`src/tpc_pkg.sv`:
```
`default_nettype none
package tpc_pkg;
  // byte register offsets (one aligned word each)
  localparam logic [7:0] OFS_TSC = 8'h00;   // timer_status_control
  localparam logic [7:0] OFS_CNT_H = 8'h04;
  localparam logic [7:0] OFS_CNT_L = 8'h08;
  localparam logic [7:0] OFS_MOD_H = 8'h0C;
  localparam logic [7:0] OFS_MOD_L = 8'h10;
  localparam logic [7:0] OFS_CSC = 8'h14;   // channel_status_control
  localparam logic [7:0] OFS_CV_H = 8'h18;  // channel_value_high
  localparam logic [7:0] OFS_CV_L = 8'h1C;  // channel_value_low
  // timer_status_control fields
  localparam int TSC_TOF = 7;
  localparam int TSC_OVERFLOW_INTERRUPT_ENABLE = 6;
  localparam int TSC_CENTER_ALIGNED_SELECT = 5;
  localparam int TSC_CLKS_LO = 3;
  localparam int TSC_PS_LO = 0;
  // channel_status_control fields
  localparam int CSC_MS_LO = 4;
  localparam int CSC_ELS_LO = 2;
  localparam logic [7:0] TSC_RESET = 8'h00;
  localparam logic [7:0] CSC_RESET = 8'h00;
  localparam logic [15:0] CV_RESET = 16'h0000;
  localparam logic [15:0] CNT_RESET = 16'h0000;
  localparam logic [15:0] MOD_RESET = 16'h0000;
  localparam logic [15:0] CNT_MAX = 16'hFFFF;
  localparam logic [15:0] CNT_MAX_M1 = 16'hFFFE;
  localparam int SYNC_STAGES = 2;
  typedef enum logic [1:0] {
    CLK_NONE = 2'b00,
    CLK_BUS = 2'b01,
    CLK_FIXED = 2'b10,
    CLK_EXT = 2'b11
  } tpc_clks_t;
  typedef enum logic [2:0] {
    CM_OFF = 3'b000,
    CM_CAPTURE = 3'b001,
    CM_COMPARE = 3'b010,
    CM_EDGE_PWM = 3'b011,
    CM_CENTER_PWM = 3'b100
  } tpc_cmode_t;
  typedef struct packed {
    logic [7:0] adr;
    logic [7:0] dat;
    logic we;
    logic sel;
  } tpc_req_t;
endpackage : tpc_pkg
`default_nettype wire

```
`src/tpc_timer.sv`:
```
// The placing of the registers and the Wishbone interface to the registers were chosen for this implementation.
`default_nettype none
// Behaviour
// - reset clears both channel value bytes
// - capture read latches other byte coherently
// - channel status/control write unlatches coherency latch
// - capture mode ignores channel value writes
// - debug halt freezes read latch state against reads
// - halt reads return live channel value
// - compare/PWM writes buffer until both bytes
// - clock off: transfer on second byte
// - compare: transfer at next counter change
// - PWM: transfer on step to modulus
// - halt writes go straight to register
// - halt writes keep partial sequence intact
// - one 16-bit counter, prescaler, modulus
// - center select: up/down, channel PWM unless ELS bits are 00
// - clock select 00 off,01 bus,10 fixed,11 ext
// - clock select resets to zero
// - disabling clock keeps counter and registers
// - fixed clock synchronised only when loop engaged
// - interrupt while flag and enable set
// - up count overflow at wrap or modulus
// - center mode overflow at turn from modulus
// - channel mode decoded from select bits
module tpc_timer (
  input wire logic clk, // 50 MHz bus clock
  input wire logic resetn, // async active-low reset
  input wire logic clk_en, // freezes all state when low
  input wire logic wb_cyc_i, // wishbone cycle
  input wire logic wb_stb_i, // wishbone strobe
  input wire logic wb_we_i, // wishbone write
  input wire logic [7:0] wb_adr_i, // byte address
  input wire logic [3:0] wb_sel_i, // byte selects, lane 0 used
  input wire logic [31:0] wb_dat_i, // write data
  output logic [31:0] wb_dat_o, // read data
  output logic wb_ack_o, // acknowledge
  input wire logic debug_halt, // debug halt active
  input wire logic loop_engaged, // clock loop engaged at chip level
  input wire logic fixed_clk_tick, // fixed system clock level
  input wire logic ext_clk_pin, // external clock from channel pin
  input wire logic capture_event, // channel capture edge event
  output logic overflow_irq, // static overflow request
  output logic [15:0] channel_value, // active channel register
  output logic [2:0] channel_mode // decoded mode
);
  ////////////////////////////////////////////////////////////////////
  tpc_pkg::tpc_req_t req;
  logic [7:0] tsc_r;
  logic [7:0] csc_r;
  logic [15:0] cnt_r;
  logic [15:0] mod_r;
  logic [15:0] cv_r;
  logic [15:0] wbuf_r;
  logic [1:0] wseen_r;
  logic wpend_r;
  logic [7:0] rbuf_r;
  logic rlatch_r;
  logic rlatch_hi_r;
  logic up_r;
  logic [6:0] pre_r;
  logic [1:0] fix_sync_r;
  logic fix_prev_r;
  logic [1:0] ext_sync_r;
  logic ext_prev_r;
  logic ack_r;
  logic [31:0] dat_r;
  logic access, wr, rd;
  logic src_tick, cnt_step, pre_done;
  logic [15:0] top;
  logic [15:0] cnt_nxt;
  logic center_aligned_select;
  tpc_pkg::tpc_clks_t clks;
  tpc_pkg::tpc_cmode_t mode;
  logic capture_m;

  assign req = '{adr: wb_adr_i, dat: wb_dat_i[7:0], we: wb_we_i, sel: wb_sel_i[0]};
  assign access = wb_cyc_i & wb_stb_i & ~ack_r & clk_en;
  assign wr = access & req.we & req.sel;
  assign rd = access & ~req.we;
  assign wb_ack_o = ack_r;
  assign wb_dat_o = dat_r;
  assign center_aligned_select = tsc_r[tpc_pkg::TSC_CENTER_ALIGNED_SELECT];
  assign clks = tpc_pkg::tpc_clks_t'(tsc_r[tpc_pkg::TSC_CLKS_LO +: 2]);
  assign overflow_irq = tsc_r[tpc_pkg::TSC_TOF] & tsc_r[tpc_pkg::TSC_OVERFLOW_INTERRUPT_ENABLE];
  assign channel_value = cv_r;
  assign channel_mode = mode;
  assign capture_m = (mode == tpc_pkg::CM_CAPTURE);

  ////////////////////////////////////////////////////////////////////
  // channel mode decode
  always_comb begin
    if (csc_r[tpc_pkg::CSC_ELS_LO +: 2] == 2'b00) begin
      mode = tpc_pkg::CM_OFF;
    end else if (center_aligned_select) begin
      mode = tpc_pkg::CM_CENTER_PWM;
    end else begin
      case (csc_r[tpc_pkg::CSC_MS_LO +: 2])
        2'b00: mode = tpc_pkg::CM_CAPTURE;
        2'b01: mode = tpc_pkg::CM_COMPARE;
        default: mode = tpc_pkg::CM_EDGE_PWM;
      endcase
    end
  end

  ////////////////////////////////////////////////////////////////////
  // clock source and prescaler
  always_comb begin
    case (clks)
      tpc_pkg::CLK_BUS: src_tick = 1'b1;
      // without an engaged loop the fixed clock is the bus clock
      tpc_pkg::CLK_FIXED: src_tick = loop_engaged ? (fix_sync_r[1] & ~fix_prev_r) : 1'b1;
      // rising edge of the synchronised pin; only valid up to bus/4
      tpc_pkg::CLK_EXT: src_tick = ext_sync_r[1] & ~ext_prev_r;
      default: src_tick = 1'b0;
    endcase
  end

  always_ff @(posedge clk or negedge resetn) begin
    if (!resetn) begin
      fix_sync_r <= 2'b00;
      fix_prev_r <= 1'b0;
      ext_sync_r <= 2'b00;
      ext_prev_r <= 1'b0;
    end else if (clk_en) begin
      fix_sync_r <= {fix_sync_r[0], fixed_clk_tick};
      fix_prev_r <= fix_sync_r[1];
      ext_sync_r <= {ext_sync_r[0], ext_clk_pin};
      ext_prev_r <= ext_sync_r[1];
    end
  end

  // prescale factor 2^ps, ps in bits 2:0
  assign pre_done = (pre_r == ((7'd1 << tsc_r[tpc_pkg::TSC_PS_LO +: 3]) - 7'd1));
  assign cnt_step = src_tick & pre_done;

  always_ff @(posedge clk or negedge resetn) begin
    if (!resetn) begin
      pre_r <= 7'd0;
    end else if (clk_en && src_tick) begin
      pre_r <= pre_done ? 7'd0 : pre_r + 7'd1;
    end
  end

  ////////////////////////////////////////////////////////////////////
  // main counter
  assign top = (mod_r == tpc_pkg::MOD_RESET) ? tpc_pkg::CNT_MAX : mod_r;

  always_comb begin
    if (center_aligned_select) begin
      if (up_r) begin
        cnt_nxt = (cnt_r >= top) ? cnt_r - 16'd1 : cnt_r + 16'd1;
      end else begin
        cnt_nxt = (cnt_r == 16'd0) ? cnt_r + 16'd1 : cnt_r - 16'd1;
      end
    end else begin
      cnt_nxt = (cnt_r >= top) ? 16'd0 : cnt_r + 16'd1;
    end
  end

  // clock select 00 stops stepping only; values are kept
  always_ff @(posedge clk or negedge resetn) begin
    if (!resetn) begin
      cnt_r <= tpc_pkg::CNT_RESET;
      up_r <= 1'b1;
    end else if (clk_en) begin
      if (wr && (req.adr == tpc_pkg::OFS_CNT_H || req.adr == tpc_pkg::OFS_CNT_L)) begin
        cnt_r <= tpc_pkg::CNT_RESET;
        up_r <= 1'b1;
      end else if (cnt_step && !debug_halt) begin
        cnt_r <= cnt_nxt;
        if (center_aligned_select) begin
          up_r <= (up_r && cnt_r >= top) ? 1'b0 : (!up_r && cnt_r == 16'd0) ? 1'b1 : up_r;
        end else begin
          up_r <= 1'b1;
        end
      end
    end
  end

  ////////////////////////////////////////////////////////////////////
  // timer status/control, modulus, channel status/control
  logic tof_set;
  assign tof_set = cnt_step & ~debug_halt & (center_aligned_select ? (up_r & (cnt_r >= top))
                                                   : (cnt_r >= top));

  always_ff @(posedge clk or negedge resetn) begin
    if (!resetn) begin
      tsc_r <= tpc_pkg::TSC_RESET;
    end else if (clk_en) begin
      if (wr && req.adr == tpc_pkg::OFS_TSC) begin
        tsc_r[6:0] <= req.dat[6:0];
      end
      // flag clears by writing 0; a simultaneous overflow wins
      if (tof_set) begin
        tsc_r[tpc_pkg::TSC_TOF] <= 1'b1;
      end else if (wr && req.adr == tpc_pkg::OFS_TSC && !req.dat[tpc_pkg::TSC_TOF]) begin
        tsc_r[tpc_pkg::TSC_TOF] <= 1'b0;
      end
    end
  end

  always_ff @(posedge clk or negedge resetn) begin
    if (!resetn) begin
      mod_r <= tpc_pkg::MOD_RESET;
      csc_r <= tpc_pkg::CSC_RESET;
    end else if (clk_en && wr) begin
      if (req.adr == tpc_pkg::OFS_MOD_H) mod_r[15:8] <= req.dat;
      if (req.adr == tpc_pkg::OFS_MOD_L) mod_r[7:0] <= req.dat;
      if (req.adr == tpc_pkg::OFS_CSC) csc_r <= req.dat;
    end
  end

  ////////////////////////////////////////////////////////////////////
  // channel value write path
  logic wr_cvh, wr_cvl, csc_wr, seq_done, pwm_point, do_xfer;
  assign wr_cvh = wr & (req.adr == tpc_pkg::OFS_CV_H) & ~capture_m;
  assign wr_cvl = wr & (req.adr == tpc_pkg::OFS_CV_L) & ~capture_m;
  assign csc_wr = wr & (req.adr == tpc_pkg::OFS_CSC);
  assign seq_done = ~debug_halt & ((wr_cvh & wseen_r[0]) | (wr_cvl & wseen_r[1]));
  assign pwm_point = cnt_step & ~debug_halt & up_r & (cnt_nxt == top) & (cnt_r != top);

  always_comb begin
    if (clks == tpc_pkg::CLK_NONE) begin
      do_xfer = wpend_r;
    end else if (mode == tpc_pkg::CM_COMPARE || mode == tpc_pkg::CM_OFF) begin
      do_xfer = wpend_r & cnt_step & ~debug_halt;
    end else begin
      do_xfer = wpend_r & pwm_point;
    end
  end

  always_ff @(posedge clk or negedge resetn) begin
    if (!resetn) begin
      wbuf_r <= tpc_pkg::CV_RESET;
      wseen_r <= 2'b00;
      wpend_r <= 1'b0;
    end else if (clk_en) begin
      if (csc_wr) begin
        wseen_r <= 2'b00;
      end else if (!debug_halt) begin
        if (seq_done) begin
          wseen_r <= 2'b00;
        end else begin
          if (wr_cvh) wseen_r[1] <= 1'b1;
          if (wr_cvl) wseen_r[0] <= 1'b1;
        end
        if (wr_cvh) wbuf_r[15:8] <= req.dat;
        if (wr_cvl) wbuf_r[7:0] <= req.dat;
      end
      if (seq_done) begin
        wpend_r <= 1'b1;
      end else if (do_xfer) begin
        wpend_r <= 1'b0;
      end
    end
  end

  always_ff @(posedge clk or negedge resetn) begin
    if (!resetn) begin
      cv_r <= tpc_pkg::CV_RESET;
    end else if (clk_en) begin
      if (capture_m && capture_event) begin
        cv_r <= cnt_r;
      end else if (debug_halt && wr_cvh) begin
        cv_r[15:8] <= req.dat;
      end else if (debug_halt && wr_cvl) begin
        cv_r[7:0] <= req.dat;
      end else if (do_xfer) begin
        cv_r <= wbuf_r;
      end
    end
  end

  ////////////////////////////////////////////////////////////////////
  // channel value read coherency
  logic rd_cvh, rd_cvl;
  assign rd_cvh = rd & (req.adr == tpc_pkg::OFS_CV_H) & capture_m & ~debug_halt;
  assign rd_cvl = rd & (req.adr == tpc_pkg::OFS_CV_L) & capture_m & ~debug_halt;

  always_ff @(posedge clk or negedge resetn) begin
    if (!resetn) begin
      rlatch_r <= 1'b0;
      rlatch_hi_r <= 1'b0;
      rbuf_r <= 8'h00;
    end else if (clk_en) begin
      if (csc_wr) begin
        rlatch_r <= 1'b0;
      end else if (rd_cvh || rd_cvl) begin // frozen in halt
        if (rlatch_r) begin
          // only the opposite half releases the latch; rereading the first half keeps it
          if (rd_cvh != rlatch_hi_r) rlatch_r <= 1'b0;
        end else begin
          rlatch_r <= 1'b1;
          rlatch_hi_r <= rd_cvh;
          rbuf_r <= rd_cvh ? cv_r[7:0] : cv_r[15:8];
        end
      end
    end
  end

  ////////////////////////////////////////////////////////////////////
  // wishbone read mux and ack
  logic [7:0] rdata;
  always_comb begin
    case (req.adr)
      tpc_pkg::OFS_TSC: rdata = tsc_r;
      tpc_pkg::OFS_CNT_H: rdata = cnt_r[15:8];
      tpc_pkg::OFS_CNT_L: rdata = cnt_r[7:0];
      tpc_pkg::OFS_MOD_H: rdata = mod_r[15:8];
      tpc_pkg::OFS_MOD_L: rdata = mod_r[7:0];
      tpc_pkg::OFS_CSC: rdata = csc_r;
      // the buffered half is served only outside halt
      tpc_pkg::OFS_CV_H: rdata = (rlatch_r && !rlatch_hi_r && !debug_halt && capture_m) ? rbuf_r : cv_r[15:8];
      tpc_pkg::OFS_CV_L: rdata = (rlatch_r && rlatch_hi_r && !debug_halt && capture_m) ? rbuf_r : cv_r[7:0];
      default: rdata = 8'h00;
    endcase
  end

  always_ff @(posedge clk or negedge resetn) begin
    if (!resetn) begin
      ack_r <= 1'b0;
      dat_r <= 32'h0000_0000;
    end else if (clk_en) begin
      ack_r <= access;
      if (rd) dat_r <= {24'h00_0000, rdata};
    end
  end
endmodule : tpc_timer
`default_nettype wire

```
`config.mk`:
```
export PLATFORM = sky130hd
export DESIGN_NAME = tpc_timer
export DESIGN_NICKNAME = d
export VERILOG_FILES = /design/src/tpc_pkg.sv /design/src/tpc_timer.sv
export SDC_FILE = /design/constraint.sdc
export NUM_CORES = 1
export LEC_CHECK = 0
export ABC_CLOCK_PERIOD_IN_PS = 14000
export BUFFER_PORTS_ARGS = -buffer_cell sky130_fd_sc_hd__buf_2
export CELL_PAD_IN_SITES_DETAIL_PLACEMENT = 1
export CELL_PAD_IN_SITES_GLOBAL_PLACEMENT = 1
export CORE_ASPECT_RATIO = 1.4
export CORE_MARGIN = 8
export CORE_UTILIZATION = 30
export CTS_CLUSTER_DIAMETER = 200
export CTS_CLUSTER_SIZE = 16
export DETAILED_ROUTE_END_ITERATION = 10
export HOLD_SLACK_MARGIN = 0.15
export PLACE_DENSITY_LB_ADDON = 0.1
export SLEW_MARGIN = 15
export SYNTH_ARGS = -nofsm -noshare
export SYNTH_HDL_FRONTEND = slang
export SYNTH_SLANG_ARGS = --single-unit
```
`constraint.sdc`:
```
create_clock -name clk -period 14 [get_ports clk]
set_input_delay 2.8 -clock clk [delete_from_list [all_inputs] [get_ports clk]]
set_output_delay 2.8 -clock clk [all_outputs]
set_load 0.02 [all_outputs]
```
Yosys cells after proc, flatten, opt, wreduce, memory -nomap -nowiden

Index checks and enable logic that the tools add are counted.

Input port bits: 55
Bits in registers: 116
Logic and storage cells: 194

Reduce and logical (&&, ||, !) cells: 56
Bitwise operators: 42
Multiplexer cells: 45
Equal/unequal tests: 21
Order comparisons: 1
Shift operators: 1
Add/sub/neg operators: 4

Operators by type and width:

| kind                                                 | count |
|---|---|
| 2-to-1 mux 16 bit                                    | 10 |
| one-hot mux 8 bit (8 select lines)                   | 1 |
| 2-to-1 mux 8 bit                                     | 7 |
| AND 1 bit                                            | 33 |
| equality test 8 x 5 -> 1 bit (second input constant) | 4 |
| zero test 16 bit                                     | 2 |
| 2-to-1 mux 1 bit                                     | 19 |
| AND reduction 2 bit                                  | 9 |
| logical AND 1 bit                                    | 17 |
| adder 16 x 1 -> 16 bit (second input constant)       | 1 |
| equality test 16 bit                                 | 1 |
| equality test 8 x 4 -> 1 bit (second input constant) | 2 |
| greater-or-equal comparator 16 bit                   | 1 |
| inequality test 16 bit                               | 1 |
| subtractor 16 x 1 -> 16 bit (second input constant)  | 1 |
| AND reduction 3 bit                                  | 5 |
| AND reduction 4 bit                                  | 3 |
| nonzero test 3 bit                                   | 4 |
| equality test 8 x 3 -> 1 bit (second input constant) | 1 |
| zero test 8 bit                                      | 1 |
| inverter 1 bit                                       | 8 |
| nonzero test 2 bit                                   | 4 |
| adder 7 x 1 -> 7 bit (second input constant)         | 1 |
| equality test 7 bit                                  | 1 |
| 21 further kinds                                     | 33 |

Longest topological paths before layout

Word-level depth: 16
Gate-level depth with buffers: 20

Worst setup path before layout

No wires, ideal clock.

Kind: input to register
Start: input port wb_adr_i[1]
End: register wbuf_r[10]
Data required time: 13.875 ns
Path buffers: 1
Slack: 8.684 ns
Cell stages on the path: 7
Arrival time: 5.191 ns
Cells stage by stage: or4_1 > nor2_1 > nand3_1 > or2_2 > clkbuf_1 > nor3_1 > mux2_2

Word-level cells in the longest chain between the ends: 4
Elaborated cells on any way between the ends: 7
Those cells by class: eq/ne: 2; bitwise: 4; reduce/logical: 1

Ends and longest elaborated chain:

| element                                                | RTL line                           | RTL |
|---|---|---|
| start, declared                                        | tpc_timer.sv:33                    | `input wire logic [7:0] wb_adr_i,` |
| equality test 8 x 5 -> 1 bit, on equally long branches | tpc_timer.sv:217, tpc_timer.sv:219 |  |
| AND 1 bit, on equally long branches                    | tpc_timer.sv:217, tpc_timer.sv:219 |  |
| AND 1 bit or inverter 1 bit (tied branches)            | --                                 |  |
| AND reduction 4 bit (no line) *                        | --                                 |  |
| end signal, assigned                                   | tpc_timer.sv:235                   | `wbuf_r <= tpc_pkg::CV_RESET;` |
| end signal, assigned                                   | tpc_timer.sv:248                   | `if (wr_cvh) wbuf_r[15:8] <= req.dat;` |
| end, declared                                          | tpc_timer.sv:54                    | `logic [15:0] wbuf_r;` |

Mark *: on every way between the ends. The rest lies on a longest branch, timed or not.
A chain may end at the register's enable or synchronous reset.

Worst setup path after layout

Start: register mod_r[7]
End: register cv_r[13] (netlist: channel_value[13])

Word-level cells in the longest chain between the ends: 14
Elaborated cells on any way between the ends: 16
Those cells by class: order compare: 1; eq/ne: 2; mux: 7; bitwise: 3; reduce/logical: 3

Ends and longest elaborated chain:

| element                            | RTL line                           | RTL |
|---|---|---|
| start, declared                    | tpc_timer.sv:52                    | `logic [15:0] mod_r;` |
| start signal, assigned             | tpc_timer.sv:205                   | `mod_r <= tpc_pkg::MOD_RESET;` |
| start signal, assigned             | tpc_timer.sv:209                   | `if (req.adr == tpc_pkg::OFS_MOD_L) mod_r[7:0] <= req.dat;` |
| zero test 16 bit                   | tpc_timer.sv:147                   | `assign top = (mod_r == tpc_pkg::MOD_RESET) ? tpc_pkg::CNT_MAX : mod_r;` |
| 2-to-1 mux 16 bit *                | tpc_timer.sv:147                   |  |
| greater-or-equal comparator 16 bit | tpc_timer.sv:152, tpc_timer.sv:157 |  |
| 2-to-1 mux 16 bit                  | tpc_timer.sv:152                   | `cnt_nxt = (cnt_r >= top) ? cnt_r - 16'd1 : cnt_r + 16'd1;` |
| 2-to-1 mux 16 bit                  | tpc_timer.sv:151                   | `if (up_r) begin` |
| 2-to-1 mux 16 bit                  | tpc_timer.sv:150                   | `if (center_aligned_select) begin` |
| equality test 16 bit               | tpc_timer.sv:221                   | `assign pwm_point = cnt_step & ~debug_halt & up_r & (cnt_nxt == top) & (cnt_r != top);` |
| AND 1 bit                          | tpc_timer.sv:221                   |  |
| AND 1 bit *                        | tpc_timer.sv:221                   |  |
| AND 1 bit *                        | tpc_timer.sv:229                   | `do_xfer = wpend_r & pwm_point;` |
| 2-to-1 mux 1 bit *                 | tpc_timer.sv:226                   | `end else if (mode == tpc_pkg::CM_COMPARE \|\| mode == tpc_pkg::CM_OFF) begin` |
| 2-to-1 mux 1 bit *                 | tpc_timer.sv:224                   | `if (clks == tpc_pkg::CLK_NONE) begin` |
| nonzero test 3 bit (no line) *     | --                                 |  |
| AND reduction 3 bit (no line) *    | --                                 |  |
| end signal, assigned               | tpc_timer.sv:261                   | `cv_r <= tpc_pkg::CV_RESET;` |
| end signal, assigned               | tpc_timer.sv:264                   | `cv_r <= cnt_r;` |
| end signal, assigned               | tpc_timer.sv:266                   | `cv_r[15:8] <= req.dat;` |
| end, declared                      | tpc_timer.sv:53                    | `logic [15:0] cv_r;` |

Marks and branches as above.

==> run summary <==
run status - completed
fin cells - 1417
Pre-Repair DR Iteration Count - 4
Crit. End Element - register
Post-CTS Setup Bufs - 0
Tmin final - 6.830 ns
fillers - 3422
final wirelength - 35390 µm
met2 usage - 0.3533
#FFs+latches synth - 116
Setup crit start kind - register
critical path class - reg2reg
Max Slew Vio Count - 0
post-DP HPWL - 26300 µm
max_slew headroom - 0.1986
Final Net Count - 1101
DIE WIDTH - 160.6 µm
post-synthesis sequential area ratio - 0.3305
# setup viols final - 0
Lkg Pwr - 4.401 nW
DRC viols - 0
crit path max fanout - 27
Iter 0 DRT Violations - 398
starting density of the core - 0.3032
Hold Fails Final Rpt - 0
via count - 7971
IO Pins - 108
most frequent cells in the layout - dfrtp_1, nand2_1, nor2_1
Final Util - 0.3456
post-CTS sizing - 0
FFs w/ async S/R, synth - 1.000
Area Growth Syn to Fin - 14.00%
ANT cells - 0
Post-CTS Hold Fix Bufs - 0
initial antenna violation count - 1
Design Area, Final - 0.01002 mm²
vias in the first global route - 8159
Max-cap violations - 0
Fin Setup TNS - 0 ns
largest net degree at the start of global routing - 64
Longest Clk Path Bufs - 2
H-tree levels - 4
mapped cell area - 0.008786 mm²
GRT Max-Usage Layer - met2
Placed Instance Area - 0.009320 mm²
core box area - 0.02898 mm²
Placer Congestion - 0.8945
fmax - 146.4 MHz
Arr. time, crit path - 7.14 ns
routed len/inst - 24.97 µm
Synth Area per Inst - 8.830 µm²
Tot GR Track Use - 0.2018
clock skew - 0.01255 ns
clk_lat worst skew - 0.44 ns
Root Buffer - clkbuf_16
Chip Height - 218.5 µm
first-pass GRT wire length - 52790 µm
Cell variety after synth - 76
Required @ worst endpoint - 14.31 ns
Peak VDD IR - 0.00004515 V
global route total overflow - 0
Syn. warnings - 0
met3 GRT Util - 0.03898
RSZ-0062 raised after global routing - no
DIE AREA - 0.03510 mm²
met1 Use GR - 0.2308
number of CTS-inserted buffers - 17
EDFF count, synth - 0
number of nets with antenna violations after routing - 0
Rows - 74
Mapped Cells - 995
# port buffers - 56
Slew @ Worst Pin - 1.198 ns
Top FF cell, synth - dfrtp_1
placed instance count - 1386
commonest non-fill, non-tap cell in the layout - dfrtp_1
Hold/Removal Path Class - reg2reg
layout cells sized above 1 - 0.1938
Tcrit/Tclk final - 0.4879
P per Cell Area - 101.9 mW/mm²
via/cell ratio - 5.625
CTS sink count - 116
Clock transition at path regs - 0.06 ns
CTS tree - built
## flip-flops by register name (all words and copies together), names as in the netlist
signal,flops
channel_value,16
cnt_r,16
csc_r,8
ext_prev_r,1
ext_sync_r,2
fix_prev_r,1
fix_sync_r,2
mod_r,16
pre_r,7
rbuf_r,8
rlatch_hi_r,1
rlatch_r,1
tsc_r,8
up_r,1
wb_ack_o,1
wb_dat_o,8
wbuf_r,16
wpend_r,1
wseen_r,2
## synth_stat cells (all sizes together), types with 3 or more instances
library cell | instances | share of area
inv | 16 | 0.0068
a21o | 5 | 0.0043
a22o | 8 | 0.0080
dfrtp | 115 | 0.33
nand4 | 28 | 0.021
a211oi | 24 | 0.022
mux2i | 45 | 0.051
o22ai | 8 | 0.0057
a2111oi | 5 | 0.0050
mux4 | 8 | 0.021
nor2 | 89 | 0.038
mux2 | 63 | 0.081
o31a | 3 | 0.0030
ha | 21 | 0.030
nand2b | 9 | 0.0064
or4 | 6 | 0.0051
a221oi | 11 | 0.011
nand3b | 3 | 0.0026
a21oi | 31 | 0.019
nor4 | 16 | 0.017
nor3 | 30 | 0.017
a22oi | 4 | 0.0034
o21ai | 83 | 0.049
a41oi | 4 | 0.0048
or3 | 10 | 0.0077
nor3b | 11 | 0.0094
nor2b | 13 | 0.0093
and2 | 6 | 0.0043
nand3 | 32 | 0.018
and3 | 8 | 0.0057
or2 | 9 | 0.0064
o21a | 5 | 0.0043
o31ai | 13 | 0.012
clkbuf | 50 | 0.021
a31oi | 4 | 0.0028
a211o | 3 | 0.0030
xor2 | 18 | 0.018
xnor2 | 13 | 0.013
o2111ai | 4 | 0.0040
nand2 | 97 | 0.041
o2bb2ai | 3 | 0.0030
buf | 36 | 0.030
## critical path, cell delays in order, from the launching register on
cell	delay (ns)
dfrtp_1	0.49
nor4_1	0.29
and4_1	0.95
nor2_1	0.33
ha_1	0.38
nand4_1	0.22
nor2_1	0.15
o31a_1	0.31
nor4_4	0.34
a21o_1	0.66
a31oi_1	0.33
xor2_1	0.26
nor4_1	0.83
and4_1	0.65
a21oi_4	0.18
mux2_2	0.31
## area by class of cell
class | instances | area, µm² | area share
Clock inverter | 10 | 225.2 | 0.02249
Tap cell | 380 | 475.5 | 0.04747
Sequential cell | 116 | 2904 | 0.2899
Multi-Input combinational cell | 800 | 5463 | 0.5454
Inverter | 16 | 60.06 | 0.005996
Timing Repair Buffer | 74 | 417.9 | 0.04172
Clock buffer | 21 | 470.5 | 0.04697
## layer usage
| metal | share of wire | routed length [µm] |
|---|---|---|
| met1 | 0.42 | 14770 |
| met3 | 0.037 | 1326 |
| met2 | 0.50 | 17780 |
| met4 | 0.043 | 1505 |
| met5 | 0.00028 | 10 |
## metrics by stage
stage	setup WS, ns	hold slack, ns	power [mW]
floorplan	8.684	0.4492	0.4504
global placement	7.152	0.4599	0.5011
detailed placement	7.118	0.4656	0.5026
CTS	7.098	0.4775	1.036
global route	6.805	0.5008	1.062
finish	7.170	0.4690	1.021
## final timing paths
kind	slack (ns)	depth (start not counted)	startpoint	to
max	7.17	15	mod_r[7]$_DFFE_PN0P_	channel_value[13]$_DFFE_PN0P_
min	0.47	2	wb_dat_o[7]$_DFFE_PN0P_	wb_dat_o[7]$_DFFE_PN0P_
min reg2reg	0.47	2	wb_dat_o[7]$_DFFE_PN0P_	wb_dat_o[7]$_DFFE_PN0P_
max reg2reg	7.17	15	mod_r[7]$_DFFE_PN0P_	channel_value[13]$_DFFE_PN0P_
max in group asynchronous	10.22	2	resetn	channel_value[2]$_DFFE_PN0P_
min in group asynchronous	2.43	1	resetn	pre_r[3]$_DFFE_PN0P_
## cell families (layout without fill, tap and decap cells)
group,Yosys count,count (layout),synth area share
AOI/OAI and AO/OA,236,236,0.1826
xor gates and xnor gates,31,31,0.03090
adders and majority gates,21,21,0.02991
buffers and inverters,102,121,0.05853
DFF,116,116,0.3305
muxes,116,116,0.1525
other,1,24,0.0004268
and+or+nand+nor,372,372,0.2146
## where the power goes
group	total (mW)	switching, mW	internal [mW]
registers	0.376	0.0266	0.350
clock network	0.527	0.163	0.364
logic	0.117	0.0747	0.0427
Power figures use the tool's default switching activity.
